`src/verilog/msc_map.svh`:
```
`ifndef MSC_MAP_SVH
`define MSC_MAP_SVH

// ****************************************
// Register offsets
// ****************************************
`define MSC_OFF_STATUS      8'h00
`define MSC_OFF_VERSION     8'h04
`define MSC_OFF_CONFIG      8'h08
`define MSC_OFF_STATUS_CLR  8'h0C
`define MSC_OFF_IRQ_STATUS  8'h10
`define MSC_OFF_IRQ_CLEAR   8'h14
`define MSC_OFF_IRQ_ENABLE  8'h18
`define MSC_OFF_PHASE       8'h1C

// ****************************************
// Status word fields
// ****************************************
`define MSC_ST_ACTIVE_POWER_SIGN      4
`define MSC_ST_OVER_POW     3
`define MSC_ST_OVER_CUR     2
`define MSC_ST_SURGE        1
`define MSC_ST_SAG          0

// ****************************************
// Configuration word fields
// ****************************************
`define MSC_CF_VGAIN_HI     29
`define MSC_CF_VGAIN_LO     27
`define MSC_CF_IGAIN_HI     26
`define MSC_CF_IGAIN_LO     24
`define MSC_CF_BAUD_HI      15
`define MSC_CF_BAUD_LO      13
`define MSC_CF_ZC_INV       12
`define MSC_CF_ZC_PULSE     11
`define MSC_CF_ZC_DIS       10
`define MSC_CF_SINGLE_WIRE  8
`define MSC_CF_TEMP_COMP    7
`define MSC_CF_RST_HI       6
`define MSC_CF_RST_LO       5
`define MSC_CF_SHDN_HI      4
`define MSC_CF_SHDN_LO      3
`define MSC_CF_REF_DIS      2
`define MSC_CF_PULSE_OUT    1
`define MSC_CF_ENERGY       0

`define MSC_CFG_RESET       32'h0300_8000
`define MSC_CFG_WMASK       32'h3F00_FDFF
`define MSC_BAUD_RESET      3'h4
`define MSC_GAIN_MAX_CODE   3'h5

// ****************************************
// Timing
// ****************************************
`define MSC_CLK_MHZ         100
`define MSC_SEQ_HOLD_NS     1000

`endif

```
`src/verilog/msc_pkg.sv`:
```
package msc_pkg;

	// ****************************************
	// Serial soft-reset sequencer states
	// ****************************************
	typedef enum logic [1:0]
	{
		MSC_SEQ_IDLE  = 2'b00,
		MSC_SEQ_CUR   = 2'b01,
		MSC_SEQ_VOLT  = 2'b10
	} msc_seq_t;

	typedef logic [2:0] msc_gain_t;

endpackage : msc_pkg

```
`src/verilog/msc_sticky.sv`:
```
`timescale 1ns/1ps

module msc_sticky
#(
	parameter int W = 1
)
(
	input  wire logic         clk,
	input  wire logic         reset,
	input  wire logic [W-1:0] set,
	input  wire logic [W-1:0] clr,
	output logic      [W-1:0] q
);

	// ****************************************
	// Sticky bits, set beats clear
	// ****************************************
	always_ff @(posedge clk)
	begin
		if (reset)
			q <= '0;
		else
			q <= (q & ~clr) | set;
	end

endmodule : msc_sticky

```
`src/verilog/msc_regs.sv`:
```
// Added by the designer: the placing of the registers and the plain strobed port.
`timescale 1ns/1ps
`include "msc_map.svh"

module msc_regs
#(
	parameter logic [15:0] VERSION_CODE = 16'h2401, // Arbitrary value
	parameter int          ADC_W        = 24
)
(
	input  wire logic              clk,
	input  wire logic              reset,
	input  wire logic [7:0]        reg_addr,
	input  wire logic [31:0]       reg_wdata,
	input  wire logic              reg_wr,
	input  wire logic              reg_rd,
	output logic      [31:0]       reg_rdata,
	output logic                   irq,
	input  wire logic              meas_valid,
	input  wire logic [31:0]       active_power,
	input  wire logic [31:0]       rms_current,
	input  wire logic [15:0]       rms_voltage,
	input  wire logic [31:0]       over_power_limit,
	input  wire logic [31:0]       over_current_limit,
	input  wire logic [15:0]       sag_limit,
	input  wire logic [15:0]       surge_limit,
	input  wire logic              power_up_load,
	input  wire logic [ADC_W-1:0]  adc_v_raw,
	input  wire logic [ADC_W-1:0]  adc_i_raw,
	output logic      [ADC_W-1:0]  adc_v_data,
	output logic      [ADC_W-1:0]  adc_i_data,
	output logic                   adc_v_power_on,
	output logic                   adc_i_power_on,
	output msc_pkg::msc_gain_t     voltage_gain_sel,
	output msc_pkg::msc_gain_t     current_gain_sel,
	output logic      [2:0]        voltage_gain_log2,
	output logic      [2:0]        current_gain_log2,
	output logic      [2:0]        baud_sel,
	output logic                   zero_cross_invert,
	output logic                   zero_cross_pulse_mode,
	output logic                   zero_cross_out_disable,
	output logic                   single_wire_enable,
	output logic                   temp_comp_enable,
	output logic                   internal_ref_disable,
	output logic                   pulse_out_enable,
	output logic                   energy_accum_enable,
	output logic                   energy_accum_clear
);

	localparam int SEQ_CYC = (`MSC_SEQ_HOLD_NS * `MSC_CLK_MHZ + 999) / 1000;

	// ****************************************
	// Declarations
	// ****************************************
	logic [31:0]            config_r;
	logic [31:0]            phase_r;
	logic [31:0]            rdata_nxt;
	logic                   sign_r;
	logic                   over_pow_r;
	logic                   over_cur_r;
	logic [1:0]             latch_q;
	logic [1:0]             latch_set;
	logic [1:0]             latch_clr;
	logic [3:0]             irq_q;
	logic [3:0]             irq_set;
	logic [3:0]             irq_clr;
	logic [3:0]             irq_en_r;
	logic [15:0]            status_word;
	logic [31:0]            power_mag;
	logic                   pow_over;
	logic                   cur_over;
	logic                   surge_hit;
	logic                   sag_hit;
	logic                   wr_config;
	logic                   wr_phase;
	logic                   phase_same;
	logic                   v_soft_rst;
	logic                   i_soft_rst;
	logic [2:0]             baud_r;
	logic [7:0]             seq_cnt_r;
	msc_pkg::msc_seq_t      seq_r;

	// ****************************************
	// Address decode
	// ****************************************
	assign wr_config  = reg_wr && (reg_addr == `MSC_OFF_CONFIG);
	assign wr_phase   = reg_wr && (reg_addr == `MSC_OFF_PHASE);
	assign phase_same = wr_phase && (reg_wdata == phase_r);

	// ****************************************
	// Measurement comparisons
	// ****************************************
	// Power limit is compared against magnitude so export overloads trip as well
	assign power_mag = active_power[31] ? (32'h0000_0000 - active_power) : active_power;
	assign pow_over  = power_mag > over_power_limit;
	assign cur_over  = rms_current > over_current_limit;
	assign surge_hit = meas_valid && (rms_voltage > surge_limit);
	assign sag_hit   = meas_valid && (rms_voltage < sag_limit);

	always_ff @(posedge clk)
	begin
		if (reset)
			sign_r <= 1'b1;
		else if (meas_valid)
			sign_r <= ~active_power[31];
	end

	always_ff @(posedge clk)
	begin
		if (reset)
			over_pow_r <= 1'b0;
		else if (meas_valid)
			over_pow_r <= pow_over;
	end

	always_ff @(posedge clk)
	begin
		if (reset)
			over_cur_r <= 1'b0;
		else if (meas_valid)
			over_cur_r <= cur_over;
	end

	// ****************************************
	// Latched surge and sag flags
	// ****************************************
	assign latch_set[`MSC_ST_SURGE] = surge_hit;
	assign latch_set[`MSC_ST_SAG]   = sag_hit;
	assign latch_clr = (reg_wr && (reg_addr == `MSC_OFF_STATUS_CLR)) ? reg_wdata[1:0] : 2'h0;

	msc_sticky
	#(
		.W (2)
	)
	u_latch
	(
		.clk   (clk),
		.reset (reset),
		.set   (latch_set),
		.clr   (latch_clr),
		.q     (latch_q)
	);

	assign status_word = {11'h000, sign_r, over_pow_r, over_cur_r, latch_q};

	// ****************************************
	// Interrupt status, clear and enable
	// ****************************************
	// Bits: 3 over-power rise, 2 over-current rise, 1 surge, 0 sag
	assign irq_set = {meas_valid && pow_over && !over_pow_r,
	                  meas_valid && cur_over && !over_cur_r,
	                  surge_hit,
	                  sag_hit};
	assign irq_clr = (reg_wr && (reg_addr == `MSC_OFF_IRQ_CLEAR)) ? reg_wdata[3:0] : 4'h0;

	msc_sticky
	#(
		.W (4)
	)
	u_irq
	(
		.clk   (clk),
		.reset (reset),
		.set   (irq_set),
		.clr   (irq_clr),
		.q     (irq_q)
	);

	always_ff @(posedge clk)
	begin
		if (reset)
			irq_en_r <= 4'h0;
		else if (reg_wr && (reg_addr == `MSC_OFF_IRQ_ENABLE))
			irq_en_r <= reg_wdata[3:0];
	end

	assign irq = |(irq_q & irq_en_r);

	// ****************************************
	// Configuration word
	// ****************************************
	always_ff @(posedge clk)
	begin
		if (reset)
			config_r <= `MSC_CFG_RESET;
		else if (wr_config)
			config_r <= reg_wdata & `MSC_CFG_WMASK;
	end

	// Baud rate follows the stored field only on a power-up load, never mid-session
	always_ff @(posedge clk)
	begin
		if (reset)
			baud_r <= `MSC_BAUD_RESET;
		else if (power_up_load)
			baud_r <= config_r[`MSC_CF_BAUD_HI:`MSC_CF_BAUD_LO];
	end

	assign baud_sel = baud_r;

	// ****************************************
	// Gain selection
	// ****************************************
	function automatic logic [2:0] gain_log2(input msc_pkg::msc_gain_t code);
		if (code > `MSC_GAIN_MAX_CODE)
			gain_log2 = 3'h0;
		else
			gain_log2 = code;
	endfunction : gain_log2

	assign voltage_gain_sel  = config_r[`MSC_CF_VGAIN_HI:`MSC_CF_VGAIN_LO];
	assign current_gain_sel  = config_r[`MSC_CF_IGAIN_HI:`MSC_CF_IGAIN_LO];
	assign voltage_gain_log2 = gain_log2(voltage_gain_sel);
	assign current_gain_log2 = gain_log2(current_gain_sel);

	// ****************************************
	// Miscellaneous controls
	// ****************************************
	assign zero_cross_invert      = config_r[`MSC_CF_ZC_INV];
	assign zero_cross_pulse_mode  = config_r[`MSC_CF_ZC_PULSE];
	assign zero_cross_out_disable = config_r[`MSC_CF_ZC_DIS];
	assign single_wire_enable     = config_r[`MSC_CF_SINGLE_WIRE];
	assign temp_comp_enable       = config_r[`MSC_CF_TEMP_COMP];
	assign internal_ref_disable   = config_r[`MSC_CF_REF_DIS];
	assign pulse_out_enable       = config_r[`MSC_CF_PULSE_OUT];
	assign energy_accum_enable    = config_r[`MSC_CF_ENERGY];
	assign energy_accum_clear     = ~config_r[`MSC_CF_ENERGY];

	// ****************************************
	// Phase register and serial soft reset
	// ****************************************
	always_ff @(posedge clk)
	begin
		if (reset)
			phase_r <= 32'h0000_0000;
		else if (wr_phase)
			phase_r <= reg_wdata;
	end

	// A repeat write during a running sequence is ignored so each converter gets its full hold
	always_ff @(posedge clk)
	begin
		if (reset)
		begin
			seq_r     <= msc_pkg::MSC_SEQ_IDLE;
			seq_cnt_r <= 8'h00;
		end
		else
		begin
			case (seq_r)
				msc_pkg::MSC_SEQ_IDLE:
				begin
					if (phase_same)
					begin
						seq_r     <= msc_pkg::MSC_SEQ_CUR;
						seq_cnt_r <= 8'(SEQ_CYC - 1);
					end
				end
				msc_pkg::MSC_SEQ_CUR:
				begin
					if (seq_cnt_r == 8'h00)
					begin
						seq_r     <= msc_pkg::MSC_SEQ_VOLT;
						seq_cnt_r <= 8'(SEQ_CYC - 1);
					end
					else
						seq_cnt_r <= seq_cnt_r - 8'h01;
				end
				msc_pkg::MSC_SEQ_VOLT:
				begin
					if (seq_cnt_r == 8'h00)
						seq_r <= msc_pkg::MSC_SEQ_IDLE;
					else
						seq_cnt_r <= seq_cnt_r - 8'h01;
				end
				default:
				begin
					seq_r     <= msc_pkg::MSC_SEQ_IDLE;
					seq_cnt_r <= 8'h00;
				end
			endcase
		end
	end

	// ****************************************
	// Converter soft reset and shutdown
	// ****************************************
	assign v_soft_rst = config_r[`MSC_CF_RST_HI] || (seq_r == msc_pkg::MSC_SEQ_VOLT);
	assign i_soft_rst = config_r[`MSC_CF_RST_LO] || (seq_r == msc_pkg::MSC_SEQ_CUR);

	// Converter keeps running; only its sample is zeroed
	always_ff @(posedge clk)
	begin
		if (reset)
			adc_v_data <= '0;
		else
			adc_v_data <= v_soft_rst ? '0 : adc_v_raw;
	end

	always_ff @(posedge clk)
	begin
		if (reset)
			adc_i_data <= '0;
		else
			adc_i_data <= i_soft_rst ? '0 : adc_i_raw;
	end

	// Power-on gates biases, clock and digital logic of each converter together
	assign adc_v_power_on = ~config_r[`MSC_CF_SHDN_HI];
	assign adc_i_power_on = ~config_r[`MSC_CF_SHDN_LO];

	// ****************************************
	// Read path
	// ****************************************
	always_comb
	begin
		rdata_nxt = 32'h0000_0000;
		case (reg_addr)
			`MSC_OFF_STATUS:     rdata_nxt = {16'h0000, status_word};
			`MSC_OFF_VERSION:    rdata_nxt = {16'h0000, VERSION_CODE};
			`MSC_OFF_CONFIG:     rdata_nxt = config_r;
			`MSC_OFF_IRQ_STATUS: rdata_nxt = {28'h000_0000, irq_q};
			`MSC_OFF_IRQ_ENABLE: rdata_nxt = {28'h000_0000, irq_en_r};
			`MSC_OFF_PHASE:      rdata_nxt = phase_r;
			default:             rdata_nxt = 32'h0000_0000;
		endcase
	end

	// Read data holds only in the cycle after the strobe, zero otherwise
	always_ff @(posedge clk)
	begin
		if (reset)
			reg_rdata <= 32'h0000_0000;
		else if (reg_rd)
			reg_rdata <= rdata_nxt;
		else
			reg_rdata <= 32'h0000_0000;
	end

endmodule : msc_regs

```
`config.mk`:
```
export PLATFORM = sky130hd
export DESIGN_NAME = msc_regs
export DESIGN_NICKNAME = d
export VERILOG_FILES = /design/src/verilog/msc_pkg.sv /design/src/verilog/msc_sticky.sv /design/src/verilog/msc_regs.sv
export VERILOG_INCLUDE_DIRS = /design/src /design/src/verilog
export SDC_FILE = /design/constraint.sdc
export NUM_CORES = 1
export LEC_CHECK = 0
export ABC_AREA = 0
export BUFFER_PORTS_ARGS = -buffer_cell sky130_fd_sc_hd__buf_2
export CAP_MARGIN = 20
export CORE_MARGIN = 2
export CORE_UTILIZATION = 40
export CTS_BUF_LIST = sky130_fd_sc_hd__clkbuf_4
export DETAILED_ROUTE_END_ITERATION = 10
export PLACE_DENSITY = 0.71
export SLEW_MARGIN = 20
export SYNTH_ARGS = -nofsm -noshare
export SYNTH_HDL_FRONTEND = slang
export SYNTH_SLANG_ARGS = --single-unit
```
`constraint.sdc`:
```
create_clock -name clk -period 4.9 [get_ports clk]
set_clock_uncertainty 0.05 [all_clocks]
set_input_delay 0.98 -clock clk [delete_from_list [all_inputs] [get_ports clk]]
set_output_delay 0.98 -clock clk [all_outputs]
set_load 0.05 [all_outputs]
```
======== Word level (Yosys, flattened, before mapping) ========
Cells that the tools add are included.
word-level totals
  bits of input ports ..................... 270
  bits in registers ....................... 159
  output and inout port bits .............. 107
  logic and storage cells ................. 87
cells by class
  reductions and logical operators ........ 25
  bitwise operators ....................... 12
  equality and inequality tests ........... 14
  order comparisons ....................... 6
  add/subtract/negate cells ............... 2
  mux-type cells .......................... 14
operator list
  cell                   number
  $pmux 32 s6            1
  $gt 32x32->1           2
  $eq 32x32->1           1
  $eq 8x5->1 const B     4
  $mux 32                1
  $sub 1x32->32 const A  1
  $mux 8                 3
  $pmux 8 s3             1
  $eq 8x4->1 const B     2
  $gt 16x16->1           1
  $logic_not 8->1        2
  $lt 16x16->1           1
  $logic_and 1x1->1      12
  $and 4x4->4            2
  $eq 8x3->1 const B     1
  $mux 2                 4
  $ne 2x2->1 const B     4
  $sub 8x1->8 const B    1
  $gt 3x3->1 const B     2
  $mux 3                 2
  $pmux 2 s3             1
  $reduce_or 2->1        3
  $not 1->1              5
  $mux 4                 1
  13 further kinds       15

======== Logic depth before layout (Yosys ltp) ========
  depth in word-level cells ............... 6
  mapped depth ............................ 14
  depth with buffers taken out ............ 14

======== Hierarchy ========
A second synthesis with hierarchy kept.
unflattened totals
  cell total of the unflattened synthesis .. 1,097
  area total of the unflattened synthesis .. 9,044.9 µm²
modules (own cells, without submodules)
  module                 sequential area each (µm²)  times used  area each (µm²)  cells each
  msc_regs               3,062.9                     1           8,834.7          1,073
  msc_sticky at u_irq    80.1                        1           140.1            16
  msc_sticky at u_latch  40.0                        1           70.1             8

======== Worst setup path before layout ========
Ideal clock, no wire load.
  path kind ............................... input -> register
  start ................................... in active_power[21]
  end ..................................... reg over_pow_r
  arrival time ............................ 4.772 ns
  setup slack ............................. -0.054 ns
  cell stages on the path ................. 13
  required time ........................... 4.718 ns
  library setup time ...................... 0.132 ns
  buffers on the path ..................... 0
  path through ............................ or4_2 -> or4_1 -> or3_1 -> or2_2 -> o41ai_1 -> xnor2_1 -> ha_1 -> and4_1 -> nand4_1 -> or4_1 -> o31a_1 -> o31ai_1 -> a21oi_1
on the way
  longest elaborated chain between the ends .. 3
RTL lines
  element               line             text
  start, declared       msc_regs.sv:20   input wire logic [31:0] active_power,
  $sub 1x32->32         msc_regs.sv:94   assign power_mag = active_power[31] ? (32'h0000_0000 - active_power) : active_power;
  $mux 32 *             msc_regs.sv:94
  $gt 32x32->1 *        msc_regs.sv:95   assign pow_over = power_mag > over_power_limit;
  end signal, assigned  msc_regs.sv:113  over_pow_r <= pow_over;
  end, declared         msc_regs.sv:59   logic over_pow_r;
Every way passes the cells marked *; elsewhere a longest branch is shown, timed or not.
A chain may end at the register's enable or synchronous reset.

======== Worst setup path after layout ========
Ends and elaborated chain as after synthesis.

==> flow_summary.html <==
<table>
<tr><th>Metric</th><th>Value</th></tr>
<tr><th colspan="2">Detailed routing</th></tr>
<tr><td>Starting DRT DRC Count</td><td>599</td></tr>
<tr><td>Final antenna-violating net count</td><td>0</td></tr>
<tr><td>Vias per cell</td><td>5.07</td></tr>
<tr><td>Wire length on met2</td><td>13.4 mm</td></tr>
<tr><td>Uppermost signal routing layer after detailed routing</td><td>met5</td></tr>
<tr><td>Routed wire length</td><td>27.1 mm</td></tr>
<tr><td>Length of routed wiring on met1</td><td>10.8 mm</td></tr>
<tr><td>Vias after detailed routing</td><td>between 8k and 9k</td></tr>
<tr><td>Routed length on met3</td><td>2.25 mm</td></tr>
<tr><td># DRC</td><td>0</td></tr>
<tr><td>Router iterations before antenna repair</td><td>5</td></tr>
<tr><td>Avg WL per Cell</td><td>about 15 microns</td></tr>
<tr><th colspan="2">Synthesis</th></tr>
<tr><td>EDFF count, synth</td><td>0</td></tr>
<tr><td>Most used standard cell by instance count after synthesis</td><td>sky130_fd_sc_hd__dfxtp_1</td></tr>
<tr><td>Async SR Flop Fraction</td><td>0</td></tr>
<tr><td>Flip-flop and latch count after synthesis</td><td>159</td></tr>
<tr><td>Mapped Nets</td><td>~1.5k</td></tr>
<tr><td>Average footprint of a synthesized cell</td><td>between 8 and 9 sq um</td></tr>
<tr><td>Post-synth top area share</td><td>0.352</td></tr>
<tr><td>Distinct cell type count of the synthesized netlist</td><td>62</td></tr>
<tr><td>Synth top cells by count</td><td>159 x sky130_fd_sc_hd__dfxtp_1, 154 x sky130_fd_sc_hd__nand2_1, 106 x sky130_fd_sc_hd__inv_1, 97 x sky130_fd_sc_hd__ha_1, 93 x sky130_fd_sc_hd__a21oi_1</td></tr>
<tr><td>Area leader, netlist</td><td>sky130_fd_sc_hd__dfxtp_1</td></tr>
<tr><td>Count of mapped cells out of synthesis</td><td>~1.1k</td></tr>
<tr><td>Synth top area cells</td><td>sky130_fd_sc_hd__dfxtp_1 35%, sky130_fd_sc_hd__ha_1 13%, sky130_fd_sc_hd__nand2_1 6.4%</td></tr>
<tr><td>Count of synthesis-stage warnings from yosys</td><td>0</td></tr>
<tr><td>Synthesized area</td><td>0.00905 sq mm</td></tr>
<tr><td>Part of the Yosys area used for sequential elements</td><td>0.352</td></tr>
<tr><td>Synth Flop Type</td><td>sky130_fd_sc_hd__dfxtp_1</td></tr>
<tr><th colspan="2">Critical path</th></tr>
<tr><td>Startpoint of the most critical register-to-register path</td><td>seq_cnt_r[0]</td></tr>
<tr><td>Crit Path Class</td><td>primary input to flip-flop</td></tr>
<tr><td>Element type at the critical path start</td><td>primary input</td></tr>
<tr><td>Data arrival time of the critical path</td><td>around 5.1 ns</td></tr>
<tr><td>Slowest cell delay on critical path</td><td>0.67 ns</td></tr>
<tr><td>Sum of buffers and inverters on the critical path</td><td>1</td></tr>
<tr><td>Cells along the critical path</td><td>buf_2 -&gt; or4_2 -&gt; or4_1 -&gt; or3_1 -&gt; or2_2 -&gt; o41ai_2 -&gt; xnor2_1 -&gt; ha_1 -&gt; and4_1 -&gt; nand4_1 -&gt; or4_4 -&gt; o31a_1 -&gt; o31ai_1 -&gt; a21oi_1</td></tr>
<tr><td>Endpoint required time on the critical path</td><td>5.27 ns</td></tr>
<tr><td>Worst-case register-to-register setup slack</td><td>1.95 ns</td></tr>
<tr><td>Gate family responsible for the most delay along the worst path</td><td>simple AND/OR/NAND/NOR gates</td></tr>
<tr><td>Critical-path cell with the highest stage delay</td><td>sky130_fd_sc_hd__or4_2</td></tr>
<tr><td>Endpoint kind of the worst setup timing path</td><td>flip-flop</td></tr>
<tr><td>First element of the critical path</td><td>active_power[21]</td></tr>
<tr><td>Critical Path Fanout Max</td><td>4</td></tr>
<tr><th colspan="2">Placed design</th></tr>
<tr><td>Number of buffers added on ports</td><td>~380</td></tr>
<tr><td>Placer's final routability congestion estimate</td><td>0.920</td></tr>
<tr><td>Number of placed instances, taps included</td><td>1735</td></tr>
<tr><td>Final HPWL DP</td><td>21.7 mm</td></tr>
<tr><th colspan="2">Clock tree</th></tr>
<tr><td>Maximum buffer depth of the clock tree</td><td>2</td></tr>
<tr><td>Register clock-pin slew on the reported worst setup and hold paths</td><td>~0.14 ns</td></tr>
<tr><td>Post-CTS setup repair buffer count</td><td>0</td></tr>
<tr><td>CTS root buf</td><td>sky130_fd_sc_hd__clkbuf_4</td></tr>
<tr><td>Number of clock sinks seen by CTS</td><td>159</td></tr>
<tr><td>Count of H-tree levels built during CTS</td><td>4</td></tr>
<tr><td>Quantity of hold-fixing buffers added after cts</td><td>0</td></tr>
<tr><td>Clock latency on the worst-skew pair</td><td>0.55 ns</td></tr>
<tr><td>Clock tree from TritonCTS</td><td>built</td></tr>
<tr><td>Number of buffers inserted during clock tree synthesis</td><td>17</td></tr>
<tr><th colspan="2">Power and ir drop</th></tr>
<tr><td>Clock power share</td><td>0.292</td></tr>
<tr><td>LEAKAGE</td><td>0.00581 uW</td></tr>
<tr><td>Sw Pwr</td><td>just under 900 uW</td></tr>
<tr><td>Maximum vdd drop</td><td>161 uV</td></tr>
<tr><td>Power Internal</td><td>1920 uW</td></tr>
<tr><td>Relative contribution of sequential cells to total power</td><td>0.485</td></tr>
<tr><td>Power density cells</td><td>240 mW/mm^2</td></tr>
<tr><td>Combinational share of power</td><td>0.223</td></tr>
<tr><td>Overall power consumption</td><td>2790 uW</td></tr>
<tr><td>Net switching fraction of the power</td><td>0.313</td></tr>
<tr><th colspan="2">STA</th></tr>
<tr><td>Final number of hold-violating endpoints</td><td>0</td></tr>
<tr><td>Final slew viol count</td><td>0</td></tr>
<tr><td>Final period util</td><td>0.961</td></tr>
<tr><td>Final period demand of the worst path</td><td>4.71 ns</td></tr>
<tr><td>Setup repair after global routing missed its margin</td><td>false</td></tr>
<tr><td>Relative slew slack</td><td>0.371</td></tr>
<tr><td>Worst hold slack across all endpoints</td><td>0.429 ns</td></tr>
<tr><td>Setup TNS Final</td><td>0 ns</td></tr>
<tr><td>Final setup violation count</td><td>0</td></tr>
<tr><td>Worst slew pin tran</td><td>about 0.94 ns</td></tr>
<tr><td>Fmax</td><td>212 MHz</td></tr>
<tr><th colspan="2">Floorplan</th></tr>
<tr><td>Die span in y</td><td>154 microns</td></tr>
<tr><td>Initial core utilization</td><td>0.403</td></tr>
<tr><td>Horizontal die dimension</td><td>154 microns</td></tr>
<tr><td>Die Area</td><td>0.0238 sq mm</td></tr>
<tr><td>Core Area</td><td>~0.022 sq mm</td></tr>
<tr><td>Total I/O pin count</td><td>377</td></tr>
<tr><td>Rows</td><td>55</td></tr>
<tr><th colspan="2">Hold path</th></tr>
<tr><td>Type of the most critical hold path</td><td>flip-flop to flip-flop</td></tr>
<tr><td>Min-delay src</td><td>config_r[8]</td></tr>
<tr><th colspan="2">GRT</th></tr>
<tr><td>Overall track demand over capacity in global routing</td><td>0.222</td></tr>
<tr><td>Largest net degree at the start of global routing</td><td>41</td></tr>
<tr><td>Number of antenna violations at the first check in global routing</td><td>8</td></tr>
<tr><td>Global route total overflow</td><td>0</td></tr>
<tr><td>Global-route wire length before repair</td><td>42.6 mm</td></tr>
<tr><td>Number of global-route vias before repair</td><td>between 8k and 9k</td></tr>
<tr><th colspan="2">Layout</th></tr>
<tr><td>Layout cells sized above 1</td><td>0.311</td></tr>
<tr><td>Net total in the final layout</td><td>1836</td></tr>
<tr><td>Area added between synthesis and finish</td><td>28.7%</td></tr>
<tr><td>Number of filler cells placed in the layout</td><td>2187</td></tr>
<tr><td>Finished Core Util</td><td>0.519</td></tr>
<tr><td>Final standard cell count with taps included and fillers excluded</td><td>1771</td></tr>
<tr><th colspan="2">Flow run</th></tr>
<tr><td>Max cap viols</td><td>0</td></tr>
<tr><th colspan="2">Outcome</th></tr>
<tr><td>Outcome</td><td>finished clean</td></tr>
</table>
## through the flow
| step | area, sq um | setup WS [ns] |
|---|---|---|
| after detailed placement | 11300 | -0.404 |
| final | 11600 | 0.193 |
| after CTS | 11600 | 0.215 |
| after floorplan | 9060 | 0.0182 |
| after global routing | 11600 | 0.0414 |
| after global placement | 11300 | -0.353 |
## metal layers
layer / vias to the layer above / GRT usage
li1: 4526 / -
met1: 4034 / 0.254
met2: 375 / 0.399
met3: 39 / 0.0602
met4: 6 / 0.0745
met5: - / 0
## worst paths after layout
path / end / depth (start not counted)
max: over_pow_r / 14
min: config_r[8] / 2
max reg2reg: seq_cnt_r[1] / 7
min reg2reg: config_r[8] / 2
## power groups by stage
stage               registers [uW]  logic (uW)  clock network (uW)
global route                  1360         699                 892
finish                        1350         623                 814
floorplan                     1450         307                   0
CTS                           1350         623                 841
global placement              1380         606                   0
detailed placement            1380         619                   0
## layout make-up
type | count | area (sq um) | share of cell area
clock buffers | 17 | 128 | 0.0110
diodes | 5 | 12.5 | 0.00107
multi-input cells | 782 | 5310 | 0.456
well taps | 285 | 357 | 0.0306
flip-flops and latches | 159 | 3180 | 0.273
inverters | 106 | 398 | 0.0342
repair buffers | 403 | 2080 | 0.179
clock inverters | 14 | 176 | 0.0151
## state kept, by name (all words and copies together), names as in the netlist
register and flops:
seq_r 2, config_r 21, over_pow_r 1, reg_rdata 32, u_irq.q 4, adc_i_data 24
seq_cnt_r 8, adc_v_data 24, phase_r 32, baud_sel 3, irq_en_r 4, sign_r 1
u_latch.q 2, over_cur_r 1
## cell families after synthesis
group,count (synthesis),share of synthesized area
buf+inv,155,0.0672
mux,9,0.0102
flops,159,0.352
simple gates,387,0.216
xor+xnor,62,0.0600
compound gates,226,0.159
fa+ha+maj,98,0.135
## worst min-delay path: cells and delay by family, from the launching register on
kind               cells  cell delay (ns)
DFF                    1             0.34
and+or+nand+nor        1             0.05
AOI/OAI and AO/OA      1             0.05
## repair_timing
| item | 4_1_cts | 5_1_grt |
|---|---|---|
| endpoints found under the hold margin | 0 | 0 |
| resized for setup | 0 | 3 |
| setup endpoints to repair | 0 | 2 |
## layout by cell type, fill, tap and decap left out, types with 19 or more instances in the layout
| cell | count |
|---|---|
| sky130_fd_sc_hd__dfxtp_1 | 159 |
| sky130_fd_sc_hd__buf_4 | 27 |
| sky130_fd_sc_hd__xor2_1 | 32 |
| sky130_fd_sc_hd__inv_1 | 106 |
| sky130_fd_sc_hd__nand2_1 | 154 |
| sky130_fd_sc_hd__ha_1 | 97 |
| sky130_fd_sc_hd__nor2_1 | 45 |
| sky130_fd_sc_hd__buf_2 | 376 |
| sky130_fd_sc_hd__a21oi_1 | 93 |
| sky130_fd_sc_hd__o21ai_0 | 25 |
| sky130_fd_sc_hd__nand4_1 | 22 |
| sky130_fd_sc_hd__a22oi_1 | 23 |
| sky130_fd_sc_hd__xnor2_1 | 30 |
| sky130_fd_sc_hd__and2_1 | 49 |
| sky130_fd_sc_hd__a21o_1 | 19 |
Power figures use the tool's default switching activity.
